[config.mk]
export PLATFORM = sky130hd
export DESIGN_NAME = bcr_top
export DESIGN_NICKNAME = d
export VERILOG_FILES = /design/src/rtl/bcr_pkg.sv /design/src/rtl/bcr_decode.sv /design/src/rtl/bcr_i2c_slave.sv /design/src/rtl/bcr_top.sv
export VERILOG_INCLUDE_DIRS = /design/src /design/src/rtl
export SDC_FILE = /design/constraint.sdc
export NUM_CORES = 1
export LEC_CHECK = 0
export BUFFER_PORTS_ARGS = -buffer_cell sky130_fd_sc_hd__buf_4
export CAP_MARGIN = 15
export CORE_MARGIN = 4
export CORE_UTILIZATION = 25
export CTS_CLUSTER_SIZE = 30
export DETAILED_ROUTE_END_ITERATION = 8
export GPL_ROUTABILITY_DRIVEN = 0
export MAX_ROUTING_LAYER = met4
export PLACE_DENSITY = 0.51
export RECOVER_POWER = 25
export SLEW_MARGIN = 25
export SYNTH_ARGS = -nofsm -noshare
export SYNTH_HDL_FRONTEND = slang
export SYNTH_SLANG_ARGS = --single-unit
[constraint.sdc]
create_clock -name ref_clk -period 2.5 [get_ports ref_clk]
set_input_delay 0.25 -clock ref_clk [delete_from_list [all_inputs] [get_ports ref_clk]]
set_output_delay 0.25 -clock ref_clk [all_outputs]
set_load 0.02 [all_outputs]
[src/rtl/bcr_defs.svh]
// Register offsets, field positions, masks and reset values of the setup bank
`ifndef BCR_DEFS_SVH
`define BCR_DEFS_SVH

// Register offsets
`define BCR_OFS_SETUP0 8'h00
`define BCR_OFS_SETUP1 8'h01
`define BCR_OFS_SETUP2 8'h02
`define BCR_OFS_SETUP3 8'h03
`define BCR_OFS_SETUP4 8'h04
`define BCR_OFS_MEASREQ 8'h05
`define BCR_OFS_PORTREQ 8'h06
`define BCR_OFS_EVEN0 8'h07
`define BCR_OFS_EVEN1 8'h08
`define BCR_OFS_EVEN2 8'h09
`define BCR_OFS_EVFL0 8'h0a
`define BCR_OFS_EVFL1 8'h0b
`define BCR_OFS_EVFL2 8'h0c
`define BCR_OFS_ATTACH 8'h0d
`define BCR_OFS_PINSTAT 8'h0e
`define BCR_OFS_LOADI 8'h10
`define BCR_OFS_BUSV 8'h11
`define BCR_OFS_TEMP 8'h12

// Serial port device address (arbitrary value)
`define BCR_DEV_ADDR 7'h2a

// Field positions
`define BCR_POS_FOLDBACK 6
`define BCR_POS_CONV_EN 5
`define BCR_POS_VSEL 2
`define BCR_POS_SYNC_DIR 1
`define BCR_POS_SPREAD 0
`define BCR_POS_FSW 5
`define BCR_POS_GAIN 0
`define BCR_POS_ILIM 0
`define BCR_POS_ADVERT 0
`define BCR_POS_THM_WARN 3

// Implemented (writable or readable) bits
`define BCR_MSK_SETUP0 8'h7f
`define BCR_MSK_SETUP1 8'hff
`define BCR_MSK_SETUP2 8'h17
`define BCR_MSK_SETUP3 8'hfb
`define BCR_MSK_SETUP4 8'h01
`define BCR_MSK_MEASREQ 8'h01
`define BCR_MSK_EV0 8'hbf
`define BCR_MSK_EV1 8'h7f
`define BCR_MSK_EV2 8'h2e
`define BCR_MSK_ATTACH 8'h1d
`define BCR_MSK_PINSTAT 8'h03

// Reset values
`define BCR_RST_SETUP0 8'h20
`define BCR_RST_SETUP1 8'h00
`define BCR_RST_SETUP2 8'h17
`define BCR_RST_SETUP3 8'h21
`define BCR_RST_ZERO 8'h00

`endif

[src/rtl/bcr_pkg.sv]
// Types shared by the setup bank, its serial port and its decoder
package bcr_pkg;

    // Serial port states, gray along the write path
    typedef enum logic [3:0] {
        ST_IDLE = 4'h0,
        ST_ADDR = 4'h1,
        ST_ADDR_ACK = 4'h3,
        ST_PTR = 4'h2,
        ST_PTR_ACK = 4'h6,
        ST_WR = 4'h7,
        ST_WR_ACK = 4'h5,
        ST_RD = 4'h4,
        ST_RD_ACK = 4'hc
    } bcr_state_t;

    // One register write from the serial port
    typedef struct packed {
        logic stb;
        logic [7:0] addr;
        logic [7:0] data;
    } bcr_wr_t;

    // Serial port state
    typedef struct packed {
        bcr_state_t st;
        logic sclQ;
        logic sdaQ;
        logic [7:0] shift;
        logic [2:0] cnt;
        logic rw;
        logic ackPhase;
        logic nack;
        logic sdaOe;
        logic [7:0] ptr;
        bcr_wr_t wr;
    } bcr_slave_t;

    // Setup fields handed to the decoder
    typedef struct packed {
        logic thermalFoldbackEnable;
        logic converterEnableBit;
        logic [2:0] busVoltageSelect;
        logic syncDirInput;
        logic spreadEnable;
        logic [2:0] switchingFrequencySelect;
        logic [4:0] gain;
        logic [2:0] currentLimit;
        logic [1:0] advertCurrent;
    } bcr_config_t;

    // Decoded controls towards the converter
    typedef struct packed {
        logic converterRun;
        logic foldbackActive;
        logic [15:0] busVoltageMv;
        logic [11:0] switchingKhz;
        logic [9:0] cableMilliohm;
        logic syncPinOutput;
        logic spreadEnable;
        logic [2:0] currentLimit;
        logic [1:0] advertCurrent;
    } bcr_ctrl_t;

    // Register bank state
    typedef struct packed {
        logic [7:0] setup0;
        logic [7:0] setup1;
        logic [7:0] setup2;
        logic [7:0] setup3;
        logic [7:0] setup4;
        logic [7:0] measReq;
        logic [7:0] even0;
        logic [7:0] even1;
        logic [7:0] even2;
        logic [7:0] evfl0;
        logic [7:0] evfl1;
        logic [7:0] evfl2;
        logic strapPending;
        logic portErrReq;
        logic portRstReq;
        logic [7:0] rdData;
        bcr_ctrl_t ctrl;
    } bcr_bank_t;

endpackage

[src/rtl/bcr_decode.sv]
// Setup field decode and thermal foldback
`timescale 1ns/100ps
module bcr_decode (
    // Setup fields and conditions
    input bcr_pkg::bcr_config_t cfg,
    input wire logic converterEnablePin,
    input wire logic thermalWarning,
    // Decoded controls
    output bcr_pkg::bcr_ctrl_t ctrl
);
    // Output level in millivolts
    function automatic logic [15:0] voltMv(input logic [2:0] code);
        case (code)
            3'h1: voltMv = 16'd9000;
            3'h2: voltMv = 16'd12000;
            3'h3: voltMv = 16'd15000;
            3'h4: voltMv = 16'd18000;
            default: voltMv = 16'd5000;
        endcase
    endfunction

    // Switching frequency in kHz
    function automatic logic [11:0] freqKhz(input logic [2:0] code);
        case (code)
            3'h0: freqKhz = 12'd2200;
            3'h1: freqKhz = 12'd1200;
            3'h2: freqKhz = 12'd790;
            3'h3: freqKhz = 12'd600;
            3'h4: freqKhz = 12'd488;
            3'h5: freqKhz = 12'd410;
            3'h6: freqKhz = 12'd350;
            default: freqKhz = 12'd310;
        endcase
    endfunction

    // One step lower pull-up advertisement for codes 1 and 2, codes 0 and 3 kept
    function automatic logic [1:0] advertDown(input logic [1:0] code);
        case (code)
            2'h2: advertDown = 2'h1;
            2'h1: advertDown = 2'h0;
            default: advertDown = code;
        endcase
    endfunction

    // Combinational decode
    always_comb begin
        ctrl.foldbackActive = cfg.thermalFoldbackEnable & thermalWarning;
        ctrl.converterRun = cfg.converterEnableBit & converterEnablePin;
        ctrl.busVoltageMv = voltMv(cfg.busVoltageSelect);
        ctrl.syncPinOutput = ~cfg.syncDirInput;
        ctrl.spreadEnable = cfg.spreadEnable;
        ctrl.switchingKhz = freqKhz(cfg.switchingFrequencySelect);
        ctrl.cableMilliohm = 10'(cfg.gain) * 10'd18;
        ctrl.advertCurrent = cfg.advertCurrent;
        ctrl.currentLimit = cfg.currentLimit;
        if (ctrl.foldbackActive) begin
            ctrl.advertCurrent = advertDown(cfg.advertCurrent);
            ctrl.currentLimit = (cfg.currentLimit == 3'h0) ? 3'h0 :
                cfg.currentLimit - 3'h1;
        end
    end
endmodule

[src/rtl/bcr_i2c_slave.sv]
// Serial register port: address, pointer, auto-increment writes and reads
`timescale 1ns/100ps
`include "bcr_defs.svh"
module bcr_i2c_slave (
    // Clock and reset
    input wire logic ref_clk,
    input wire logic srst,
    // Serial pins
    input wire logic sclIn,
    input wire logic sdaIn,
    output logic sdaOut,
    output logic sdaOe,
    // Register access
    output bcr_pkg::bcr_wr_t wr,
    output logic [7:0] rdAddr,
    input wire logic [7:0] rdData
);
    bcr_pkg::bcr_slave_t s_q, s_d;
    logic sclRise, sclFall, startCond, stopCond;

    // Edges, start and stop
    assign sclRise = sclIn & ~s_q.sclQ;
    assign sclFall = ~sclIn & s_q.sclQ;
    assign startCond = sclIn & s_q.sclQ & s_q.sdaQ & ~sdaIn;
    assign stopCond = sclIn & s_q.sclQ & ~s_q.sdaQ & sdaIn;

    // Next state of the port
    always_comb begin
        s_d = s_q;
        s_d.sclQ = sclIn;
        s_d.sdaQ = sdaIn;
        s_d.wr.stb = 1'b0;
        if (startCond) begin
            s_d.st = bcr_pkg::ST_ADDR;
            s_d.cnt = 3'h0;
            s_d.sdaOe = 1'b0;
        end else if (stopCond) begin
            s_d.st = bcr_pkg::ST_IDLE;
            s_d.sdaOe = 1'b0;
        end else begin
            case (s_q.st)
                bcr_pkg::ST_ADDR, bcr_pkg::ST_PTR, bcr_pkg::ST_WR: begin
                    if (sclRise) begin
                        s_d.shift = {s_q.shift[6:0], sdaIn};
                        s_d.cnt = s_q.cnt + 3'h1;
                        s_d.ackPhase = 1'b0;
                        if (s_q.cnt == 3'h7) begin
                            if (s_q.st == bcr_pkg::ST_ADDR) begin
                                s_d.rw = sdaIn;
                                s_d.st = (s_q.shift[6:0] == `BCR_DEV_ADDR) ?
                                    bcr_pkg::ST_ADDR_ACK : bcr_pkg::ST_IDLE;
                            end else if (s_q.st == bcr_pkg::ST_PTR) begin
                                s_d.ptr = {s_q.shift[6:0], sdaIn};
                                s_d.st = bcr_pkg::ST_PTR_ACK;
                            end else begin
                                s_d.wr.stb = 1'b1;
                                s_d.wr.addr = s_q.ptr;
                                s_d.wr.data = {s_q.shift[6:0], sdaIn};
                                s_d.ptr = s_q.ptr + 8'h01;
                                s_d.st = bcr_pkg::ST_WR_ACK;
                            end
                        end
                    end
                end
                bcr_pkg::ST_ADDR_ACK, bcr_pkg::ST_PTR_ACK, bcr_pkg::ST_WR_ACK: begin
                    if (sclFall) begin
                        if (!s_q.ackPhase) begin
                            s_d.sdaOe = 1'b1; // Pull low for acknowledge
                            s_d.ackPhase = 1'b1;
                        end else if (s_q.st == bcr_pkg::ST_ADDR_ACK && s_q.rw) begin
                            s_d.shift = rdData;
                            s_d.sdaOe = ~rdData[7];
                            s_d.ptr = s_q.ptr + 8'h01;
                            s_d.cnt = 3'h0;
                            s_d.st = bcr_pkg::ST_RD;
                        end else begin
                            s_d.sdaOe = 1'b0;
                            s_d.cnt = 3'h0;
                            s_d.st = (s_q.st == bcr_pkg::ST_ADDR_ACK) ?
                                bcr_pkg::ST_PTR : bcr_pkg::ST_WR;
                        end
                    end
                end
                bcr_pkg::ST_RD: begin
                    if (sclFall) begin
                        if (s_q.cnt == 3'h7) begin
                            s_d.sdaOe = 1'b0;
                            s_d.st = bcr_pkg::ST_RD_ACK;
                        end else begin
                            s_d.shift = {s_q.shift[6:0], 1'b0};
                            s_d.sdaOe = ~s_q.shift[6];
                            s_d.cnt = s_q.cnt + 3'h1;
                        end
                    end
                end
                bcr_pkg::ST_RD_ACK: begin
                    if (sclRise) begin
                        s_d.nack = sdaIn;
                    end else if (sclFall) begin
                        if (s_q.nack) begin
                            s_d.st = bcr_pkg::ST_IDLE;
                        end else begin
                            s_d.shift = rdData;
                            s_d.sdaOe = ~rdData[7];
                            s_d.ptr = s_q.ptr + 8'h01;
                            s_d.cnt = 3'h0;
                            s_d.st = bcr_pkg::ST_RD;
                        end
                    end
                end
                default: begin
                    s_d.st = bcr_pkg::ST_IDLE;
                    s_d.sdaOe = 1'b0;
                end
            endcase
        end
    end

    // State register
    always_ff @(posedge ref_clk) begin
        if (srst) begin
            s_q <= '0;
            s_q.sclQ <= 1'b1;
            s_q.sdaQ <= 1'b1;
        end else begin
            s_q <= s_d;
        end
    end

    assign sdaOut = 1'b0; // Open drain: only ever pulls low
    assign sdaOe = s_q.sdaOe;
    assign wr = s_q.wr;
    assign rdAddr = s_q.ptr;
endmodule

[src/rtl/bcr_top.sv]
// Configuration register bank of the buck converter with charging-port control
//
// Overview of operation
// - Foldback enabled plus warning lowers limit, and advert codes 1 and 2
// - Converter enable bit resets one, ANDed with pin
// - Voltage select resets zero, decodes 5/9/12/15/18V
// - Sync direction bit: 0 output, 1 input, strapped
// - Spread spectrum enable bit, initial value from strap
// - Frequency field decodes 2200 down to 310 kHz
// - Gain code n selects n times 18 milliohm
`timescale 1ns/100ps
`include "bcr_defs.svh"
module bcr_top (
    // Clock and reset
    input wire logic ref_clk,
    input wire logic srst,
    // Serial register port
    input wire logic sclIn,
    input wire logic sdaIn,
    output logic sdaOut,
    output logic sdaOe,
    // Strap resistor and converter pin
    input wire logic [2:0] strapFrequency,
    input wire logic strapSyncDirInput,
    input wire logic strapSpreadEnable,
    input wire logic converterEnablePin,
    // Analog side conditions
    input wire logic thermalWarning,
    input wire logic [7:0] eventSet0,
    input wire logic [7:0] eventSet1,
    input wire logic [7:0] eventSet2,
    input wire logic [7:0] attachStatus,
    input wire logic [7:0] pinStatus,
    input wire logic [7:0] loadCurrent,
    input wire logic [7:0] busVoltage,
    input wire logic [7:0] dieTemperature,
    input wire logic measurementDone,
    // Converter controls
    output bcr_pkg::bcr_ctrl_t ctrl,
    output logic measurementStart,
    output logic portErrorRequest,
    output logic portResetRequest,
    output logic configurationDone,
    output logic [7:0] retryPortSetup,
    output logic currentTripMode
);
    bcr_pkg::bcr_bank_t b_q, b_d;
    bcr_pkg::bcr_wr_t wr;
    bcr_pkg::bcr_config_t cfg;
    bcr_pkg::bcr_ctrl_t ctrlNext;
    logic [7:0] rdAddr;
    logic [7:0] evTerm2;

    // Read multiplexer, unmapped reads zero
    function automatic logic [7:0] readReg(input bcr_pkg::bcr_bank_t b,
            input logic [7:0] a, input logic [7:0] att, input logic [7:0] pin,
            input logic [7:0] li, input logic [7:0] bv, input logic [7:0] tp);
        case (a)
            `BCR_OFS_SETUP0: readReg = b.setup0 & `BCR_MSK_SETUP0;
            `BCR_OFS_SETUP1: readReg = b.setup1 & `BCR_MSK_SETUP1;
            `BCR_OFS_SETUP2: readReg = b.setup2 & `BCR_MSK_SETUP2;
            `BCR_OFS_SETUP3: readReg = b.setup3 & `BCR_MSK_SETUP3;
            `BCR_OFS_SETUP4: readReg = b.setup4 & `BCR_MSK_SETUP4;
            `BCR_OFS_MEASREQ: readReg = b.measReq & `BCR_MSK_MEASREQ;
            `BCR_OFS_PORTREQ: readReg = `BCR_RST_ZERO;
            `BCR_OFS_EVEN0: readReg = b.even0 & `BCR_MSK_EV0;
            `BCR_OFS_EVEN1: readReg = b.even1 & `BCR_MSK_EV1;
            `BCR_OFS_EVEN2: readReg = b.even2 & `BCR_MSK_EV2;
            `BCR_OFS_EVFL0: readReg = b.evfl0 & `BCR_MSK_EV0;
            `BCR_OFS_EVFL1: readReg = b.evfl1 & `BCR_MSK_EV1;
            `BCR_OFS_EVFL2: readReg = b.evfl2 & `BCR_MSK_EV2;
            `BCR_OFS_ATTACH: readReg = att & `BCR_MSK_ATTACH;
            `BCR_OFS_PINSTAT: readReg = pin & `BCR_MSK_PINSTAT;
            `BCR_OFS_LOADI: readReg = li;
            `BCR_OFS_BUSV: readReg = bv;
            `BCR_OFS_TEMP: readReg = tp;
            default: readReg = `BCR_RST_ZERO;
        endcase
    endfunction

    // Masked field update of a setup register
    function automatic logic [7:0] mergeReg(input logic [7:0] old,
            input logic [7:0] data, input logic [7:0] msk);
        mergeReg = (old & ~msk) | (data & msk);
    endfunction

    // Serial register port
    bcr_i2c_slave u_port (
        .ref_clk(ref_clk),
        .srst(srst),
        .sclIn(sclIn),
        .sdaIn(sdaIn),
        .sdaOut(sdaOut),
        .sdaOe(sdaOe),
        .wr(wr),
        .rdAddr(rdAddr),
        .rdData(b_q.rdData)
    );

    // Setup fields towards the decoder
    always_comb begin
        cfg.thermalFoldbackEnable = b_q.setup0[`BCR_POS_FOLDBACK];
        cfg.converterEnableBit = b_q.setup0[`BCR_POS_CONV_EN];
        cfg.busVoltageSelect = b_q.setup0[`BCR_POS_VSEL +: 3];
        cfg.syncDirInput = b_q.setup0[`BCR_POS_SYNC_DIR];
        cfg.spreadEnable = b_q.setup0[`BCR_POS_SPREAD];
        cfg.switchingFrequencySelect = b_q.setup1[`BCR_POS_FSW +: 3];
        cfg.gain = b_q.setup1[`BCR_POS_GAIN +: 5];
        cfg.currentLimit = b_q.setup2[`BCR_POS_ILIM +: 3];
        cfg.advertCurrent = b_q.setup3[`BCR_POS_ADVERT +: 2];
    end

    // Field decoding and thermal foldback
    bcr_decode u_decode (
        .cfg(cfg),
        .converterEnablePin(converterEnablePin),
        .thermalWarning(thermalWarning),
        .ctrl(ctrlNext)
    );

    // Warning sets its own event
    assign evTerm2 = eventSet2 | (8'(thermalWarning) << `BCR_POS_THM_WARN);

    // Next state of the bank
    always_comb begin
        b_d = b_q;
        b_d.ctrl = ctrlNext;
        b_d.portErrReq = 1'b0;
        b_d.portRstReq = 1'b0;
        // Strap values are taken once, the cycle after reset release
        if (b_q.strapPending) begin
            b_d.strapPending = 1'b0;
            b_d.setup0[`BCR_POS_SYNC_DIR] = strapSyncDirInput;
            b_d.setup0[`BCR_POS_SPREAD] = strapSpreadEnable;
            b_d.setup1[`BCR_POS_FSW +: 3] = strapFrequency;
        end
        // Request ends when results update
        if (measurementDone) begin
            b_d.measReq = `BCR_RST_ZERO;
        end
        // Host writes, reserved bits dropped
        if (wr.stb) begin
            case (wr.addr)
                `BCR_OFS_SETUP0: b_d.setup0 = mergeReg(b_q.setup0, wr.data,
                    `BCR_MSK_SETUP0);
                `BCR_OFS_SETUP1: b_d.setup1 = mergeReg(b_q.setup1, wr.data,
                    `BCR_MSK_SETUP1);
                `BCR_OFS_SETUP2: b_d.setup2 = mergeReg(b_q.setup2, wr.data,
                    `BCR_MSK_SETUP2);
                `BCR_OFS_SETUP3: b_d.setup3 = mergeReg(b_q.setup3, wr.data,
                    `BCR_MSK_SETUP3);
                `BCR_OFS_SETUP4: b_d.setup4 = mergeReg(b_q.setup4, wr.data,
                    `BCR_MSK_SETUP4);
                `BCR_OFS_MEASREQ: b_d.measReq = b_q.measReq |
                    (wr.data & `BCR_MSK_MEASREQ);
                `BCR_OFS_PORTREQ: begin
                    b_d.portErrReq = wr.data[1];
                    b_d.portRstReq = wr.data[0];
                end
                `BCR_OFS_EVEN0: b_d.even0 = wr.data & `BCR_MSK_EV0;
                `BCR_OFS_EVEN1: b_d.even1 = wr.data & `BCR_MSK_EV1;
                `BCR_OFS_EVEN2: b_d.even2 = wr.data & `BCR_MSK_EV2;
                `BCR_OFS_EVFL0: b_d.evfl0 = b_q.evfl0 & ~wr.data;
                `BCR_OFS_EVFL1: b_d.evfl1 = b_q.evfl1 & ~wr.data;
                `BCR_OFS_EVFL2: b_d.evfl2 = b_q.evfl2 & ~wr.data;
                default: b_d.setup4 = b_q.setup4;
            endcase
        end
        // Event flags: a set in the clearing cycle wins
        b_d.evfl0 = b_d.evfl0 | (eventSet0 & `BCR_MSK_EV0);
        b_d.evfl1 = b_d.evfl1 | (eventSet1 & `BCR_MSK_EV1);
        b_d.evfl2 = b_d.evfl2 | (evTerm2 & `BCR_MSK_EV2);
        // Registered read data
        b_d.rdData = readReg(b_q, rdAddr, attachStatus, pinStatus, loadCurrent,
            busVoltage, dieTemperature);
    end

    // Bank registers
    always_ff @(posedge ref_clk) begin
        if (srst) begin
            b_q <= '0;
            b_q.setup0 <= `BCR_RST_SETUP0;
            b_q.setup1 <= `BCR_RST_SETUP1;
            b_q.setup2 <= `BCR_RST_SETUP2;
            b_q.setup3 <= `BCR_RST_SETUP3;
            b_q.strapPending <= 1'b1;
        end else begin
            b_q <= b_d;
        end
    end

    // Registered outputs
    assign ctrl = b_q.ctrl;
    assign measurementStart = b_q.measReq[0];
    assign portErrorRequest = b_q.portErrReq;
    assign portResetRequest = b_q.portRstReq;
    assign configurationDone = b_q.setup4[0];
    assign retryPortSetup = b_q.setup3 & `BCR_MSK_SETUP3;
    assign currentTripMode = b_q.setup2[4];
endmodule
[After elaboration in Yosys (flattened, before gate mapping)]
Cells that the tools add are included.
Word-level totals
  flip-flop bits (word level): 193
  bits of input ports: 76
  output and inout port bits: 62
  logic and storage cells: 258
Operators by class
  add/subtract/negate cells: 3
  multipliers: 1
  equal/unequal tests: 70
  multiplexer cells: 72
  bitwise logic cells: 38
  reduce and logical (&&, ||, !) cells: 32
Operators by type and width (count)
  8-bit case mux with 17 select lines: 1
  8-bit 2-to-1 mux: 13
  8-bit by 4-bit equality test with 1-bit output (second input constant): 12
  90-bit 2-to-1 mux: 1
  12-bit case mux with 7 select lines: 1
  25-bit 2-to-1 mux: 3
  10-bit 2-to-1 mux: 7
  15-bit case mux with 4 select lines: 1
  58-bit 2-to-1 mux: 1
  8-bit by 3-bit equality test with 1-bit output (second input constant): 7
  4-bit 2-to-1 mux: 10
  10-bit case mux with 4 select lines: 1
  9-bit 2-to-1 mux: 4
  8-bit by 2-bit equality test with 1-bit output (second input constant): 4
  4-bit by 1-bit != test with 1-bit output (second input constant): 7
  8-bit bitwise AND: 3
  8-bit by 5-bit equality test with 1-bit output (second input constant): 3
  8-bit case mux with 3 select lines: 1
  12-bit AND reduction: 2
  17-bit 2-to-1 mux: 1
  4-bit by 3-bit equality test with 1-bit output (second input constant): 4
  8-bit by 1-bit equality test with 1-bit output (second input constant): 2
  8-bit logical NOT: 2
  2-bit by 1-bit != test with 1-bit output (second input constant): 8
  other kinds (51): 117

[Longest topological paths before layout]
  word-level depth: 8
  mapped depth: 10

[Hierarchy]
Synthesis repeated with hierarchy kept, for this count alone.
Second synthesis, totals
  cells, all modules: 1004
  area total of the unflattened synthesis: 8783.4 sq um
Modules (own cells, without submodules)
  bcr_top: times used 1, cells each 584, area each 5347.6 sq um, sequential area each 2442.3 sq um
  bcr_i2c_slave: times used 1, cells each 337, area each 2854.0 sq um, sequential area each 900.9 sq um
  bcr_decode: times used 1, cells each 83, area each 581.8 sq um, sequential area each 0.0 sq um

[Worst setup path before layout]
Ideal clock, no wire load.
  path kind: register to register
  from: register u_port.s_q[29] (netlist name)
  to: register u_port.s_q (netlist bit u_port.wr[13])
  setup time: 128 ps
  data arrival time: 1836 ps
  setup slack: 536 ps
  stages on the path, launching flop included: 10
  buffers on the path: 3
  period minus slack after synthesis: 1964 ps
  cells stage by stage: dfxtp_1 -> ha_1 -> ha_1 -> and3b_1 -> clkbuf_1 -> and4_1 -> buf_2 -> buf_4 -> mux2i_1 -> nor2_1
Between the ends
  cells in the longest elaborated chain, start to end: 2
Ends and longest elaborated chain
  start, declared: line bcr_i2c_slave.sv:18  | bcr_pkg::bcr_slave_t s_q, s_d;
  3-bit equality test: line bcr_i2c_slave.sv:47  | if (s_q.cnt == 3'h7) begin
  7-bit AND reduction (no line)
Every way passes these cells.
A chain may end at the register's enable or synchronous reset.

[Worst setup path in the final report]
  from: register u_port.s_q (netlist bit u_port.rdAddr[1])
  to: register b_q[52] (netlist name)
Between the ends
  cells in the longest elaborated chain, start to end: 2
  elaborated cells on any way between the ends: 18
Ends and longest elaborated chain
  8-bit by 5-bit equality test with 1-bit output, or another cell as far along: line bcr_top.sv:58  | case (a)
  8-bit case mux with 17 select lines *: line bcr_top.sv:58
  end, declared: line bcr_top.sv:47  | bcr_pkg::bcr_bank_t b_q, b_d;
Mark *: on every way between the ends. The rest lies on a longest branch, timed or not.

==> results.yml <==
outcome:
  status: "finished, final reports clean"
synth:
  ys_ff_latch: 160
  netlist.area_leader.share_pct: 40.4
  synth-edff-count: 0
  synth-seq-area-share_pct: 40.4
  yosys-top-cells-count: "160 x dfxtp_1, 91 x nand2_1, 87 x nor2_1, 85 x a21oi_1, 69 x nand3_1"
  synth-warning-count: 0
  async_flop_share_pct: 0
  avgSynthCellArea_um2: 8.27
  ys_top_cells_by_area: "dfxtp_1 40%, buf_4 5.8%, a21oi_1 5.4%"
  ys_dominant_reg_cell: "dfxtp_1"
  yosysTopAreaCell: "dfxtp_1"
  synth_cell_types: 74
  yosysMostFrequentCell: "dfxtp_1"
  syn_inst: 959
  netlist_area_mm2: 0.00793
floorplanning:
  fp.dieH_um: 186
  fp-row-count: 64
  die_x_um: 186
  dieArea_mm2: 0.0346
  initial_core_util_pct: 25.7
  core_area_mm2: 0.0309
  io-pin-count: 138
critical_path:
  crit_arrival_ps: 2640
  cp.required_ps: 2810
  crit_type: "reg2reg"
  critPathCaptureType: "register"
  path_delay_family: "compound AO/OA/AOI/OAI gates"
  critPathLaunchType: "register"
  crit_path_max_incr_delay_ps: 480
  worstPathCellList: "inv_1 > ha_1 > a222oi_1 > o22ai_1 > a311oi_1 > buf_4 > a21oi_1"
  cp_max_fo: 12
  crit_buf_inv: 2
  cp_slowest_cell: "a222oi_1"
placed_design:
  port_buffers: 113
  dpl_cell_area_mm2: 0.00906
  dpl.hpwl_um: 18900
layout:
  drive_gt1_share_pct: 19.6
  final_core_util_pct: 30.9
  syn2layout_area_growth_pct: 20.6
  final_cell_area_mm2: 0.00956
  fill_cells: 3346
  antenna_cells: 0
  nNetsFinal: 1120
timing:
  fin_crit_ps: 2330
  hold_violations: 0
  tightest_slew_ps: 730
  period_share_pct: 93.3
  finalMaxSlewViolations: 0
  finalSetupViolations: 0
  fmax_mhz: 429
  whs_ps: 31.0
  rsz0062_at_grt: "false"
  finalClockSkew_ps: 16.0
  fin_setup_tns_ps: 0
  max_slew_margin_pct: 51.3
grt:
  overflow: 0
  grt_pass1_vias: 6880
  grt_pass1_wl_um: 39900
  grt_start_max_net_pins: 98
  antenna_found_initial: 0
  grt_use_total_pct: 15.3
clocking:
  htreeDepth: 4
  hold_buffers: 0
  cts_tree: "built"
  cts-root-buf: "clkbuf_16"
  clock_path_buffers: 2
  clock-sinks: 160
  clk_pin_slew_worst_paths_ps: 70
  postCtsSetupRepairBufs: 0
  clk_latency_ps: 430
  cts-resized-gates: 0
  cts_buffers: 17
hold_path:
  worst_hold_path_type: "in2reg"
routing:
  drt_drc_violations_left: 0
  wl_um: 25800
  vias_per_cell: 4.94
  drtIter0Drc: 844
  firstDrtPassIters: 5
  wl_per_cell_um: 17.9
  vias: 7113
  postRouteAntennaNets: 0
power:
  p_leak_nw: 3.69
  powerDensity_mw_per_mm2: 671
  ir_drop_mv: 0.466
run:
  drv_cap: 0
## metrics by stage
step	instances	setup WS [ps]	power (mW)
global placement	1407	111	3.82
detailed placement	1407	105	3.82
finish	1439	168	6.41
CTS	1439	62.7	6.47
floorplan	966	536	3.49
global route	1439	19.7	6.71
## worst reg2reg max path, stage by stage, from the launching register on
cell	delay, ps
dfxtp_1	450
inv_1	120
ha_1	380
a222oi_1	490
o22ai_1	150
a311oi_1	390
buf_4	190
a21oi_1	50
## flip-flops by register name, indices dropped and copies added, names as in the netlist
register           cells
b_q                   63
configurationDone      1
ctrl                  40
currentTripMode        1
measurementStart       1
portErrorRequest       1
portResetRequest       1
retryPortSetup         7
u_port.rdAddr          8
u_port.s_q            19
u_port.sdaOe           1
u_port.wr             17
## cell families after synthesis
| group | after synthesis | share of synthesized area (%) |
|---|---|---|
| AOI/OAI and AO/OA | 241 | 19.7 |
| other | 1 | 0.0473 |
| and+or+nand+nor | 335 | 20.6 |
| muxes | 38 | 4.81 |
| DFF | 160 | 40.4 |
| adders and majority gates | 15 | 2.43 |
| xor gates and xnor gates | 10 | 1.20 |
| buffers and inverters | 159 | 10.8 |
## cell type report
| class | count | area, µm² | share of cell area, % |
|---|---|---|---|
| clock buffers | 18 | 439 | 4.59 |
| clock inverters | 14 | 145 | 1.52 |
| inverters | 28 | 105 | 1.10 |
| multi-input cells | 647 | 3920 | 41.0 |
| flip-flops and latches | 160 | 3200 | 33.5 |
| well taps | 396 | 495 | 5.18 |
| repair buffers | 176 | 1260 | 13.1 |
## cell usage in the layout (no fill, tap or decap), drive strengths merged, types with 4 or more instances in the layout
cell type,synthesis,layout
dfxtp,160,160
buf,84,149
nand2,92,92
nor2,87,87
a21oi,86,86
nand3,69,69
o21ai,48,48
clkbuf,47,45
mux2i,37,37
inv,27,34
a22oi,19,19
nor2b,17,17
ha,13,13
a211oi,12,12
nand4,10,10
and2,10,10
nor3,10,10
a222oi,8,8
a31oi,8,8
a221oi,8,8
a311oi,8,8
a22o,8,8
nand2b,8,8
conb,1,8
clkinv,1,7
o22ai,6,6
xnor2,6,6
nor3b,6,6
nor4,5,5
o211ai,5,5
and3,4,4
xor2,4,4
## per-layer routing
layer	track usage, %	vias to the layer above	part of all wire, %
met2	23.5	235	46
li1	-	3479	-
met4	3.99	0	1.6
met5	-	-	0
met1	20.3	3371	46
met3	3.42	28	6.3
## power breakdown
group	internal (mW)	switching, mW
Combinational	0.425	0.544
Sequential	2.66	0.142
Clock	1.44	1.21
Total	4.52	1.89
## path summary, 6_finish.rpt
kind | startpoint | end | slack, ps | depth (start not counted)
setup / recovery | u_port.rdAddr[1]$_SDFFE_PP0P_ | b_q[52]$_SDFF_PP0_ | 170 | 7
hold / removal | eventSet1[6] | b_q[72]$_SDFF_PP0_ | 30 | 3
setup reg to reg | u_port.rdAddr[1]$_SDFFE_PP0P_ | b_q[52]$_SDFF_PP0_ | 170 | 7
hold reg to reg | b_q[83]$_SDFFE_PP0P_ | b_q[83]$_SDFFE_PP0P_ | 460 | 2
Note: power is estimated with default switching activity, not from simulation.
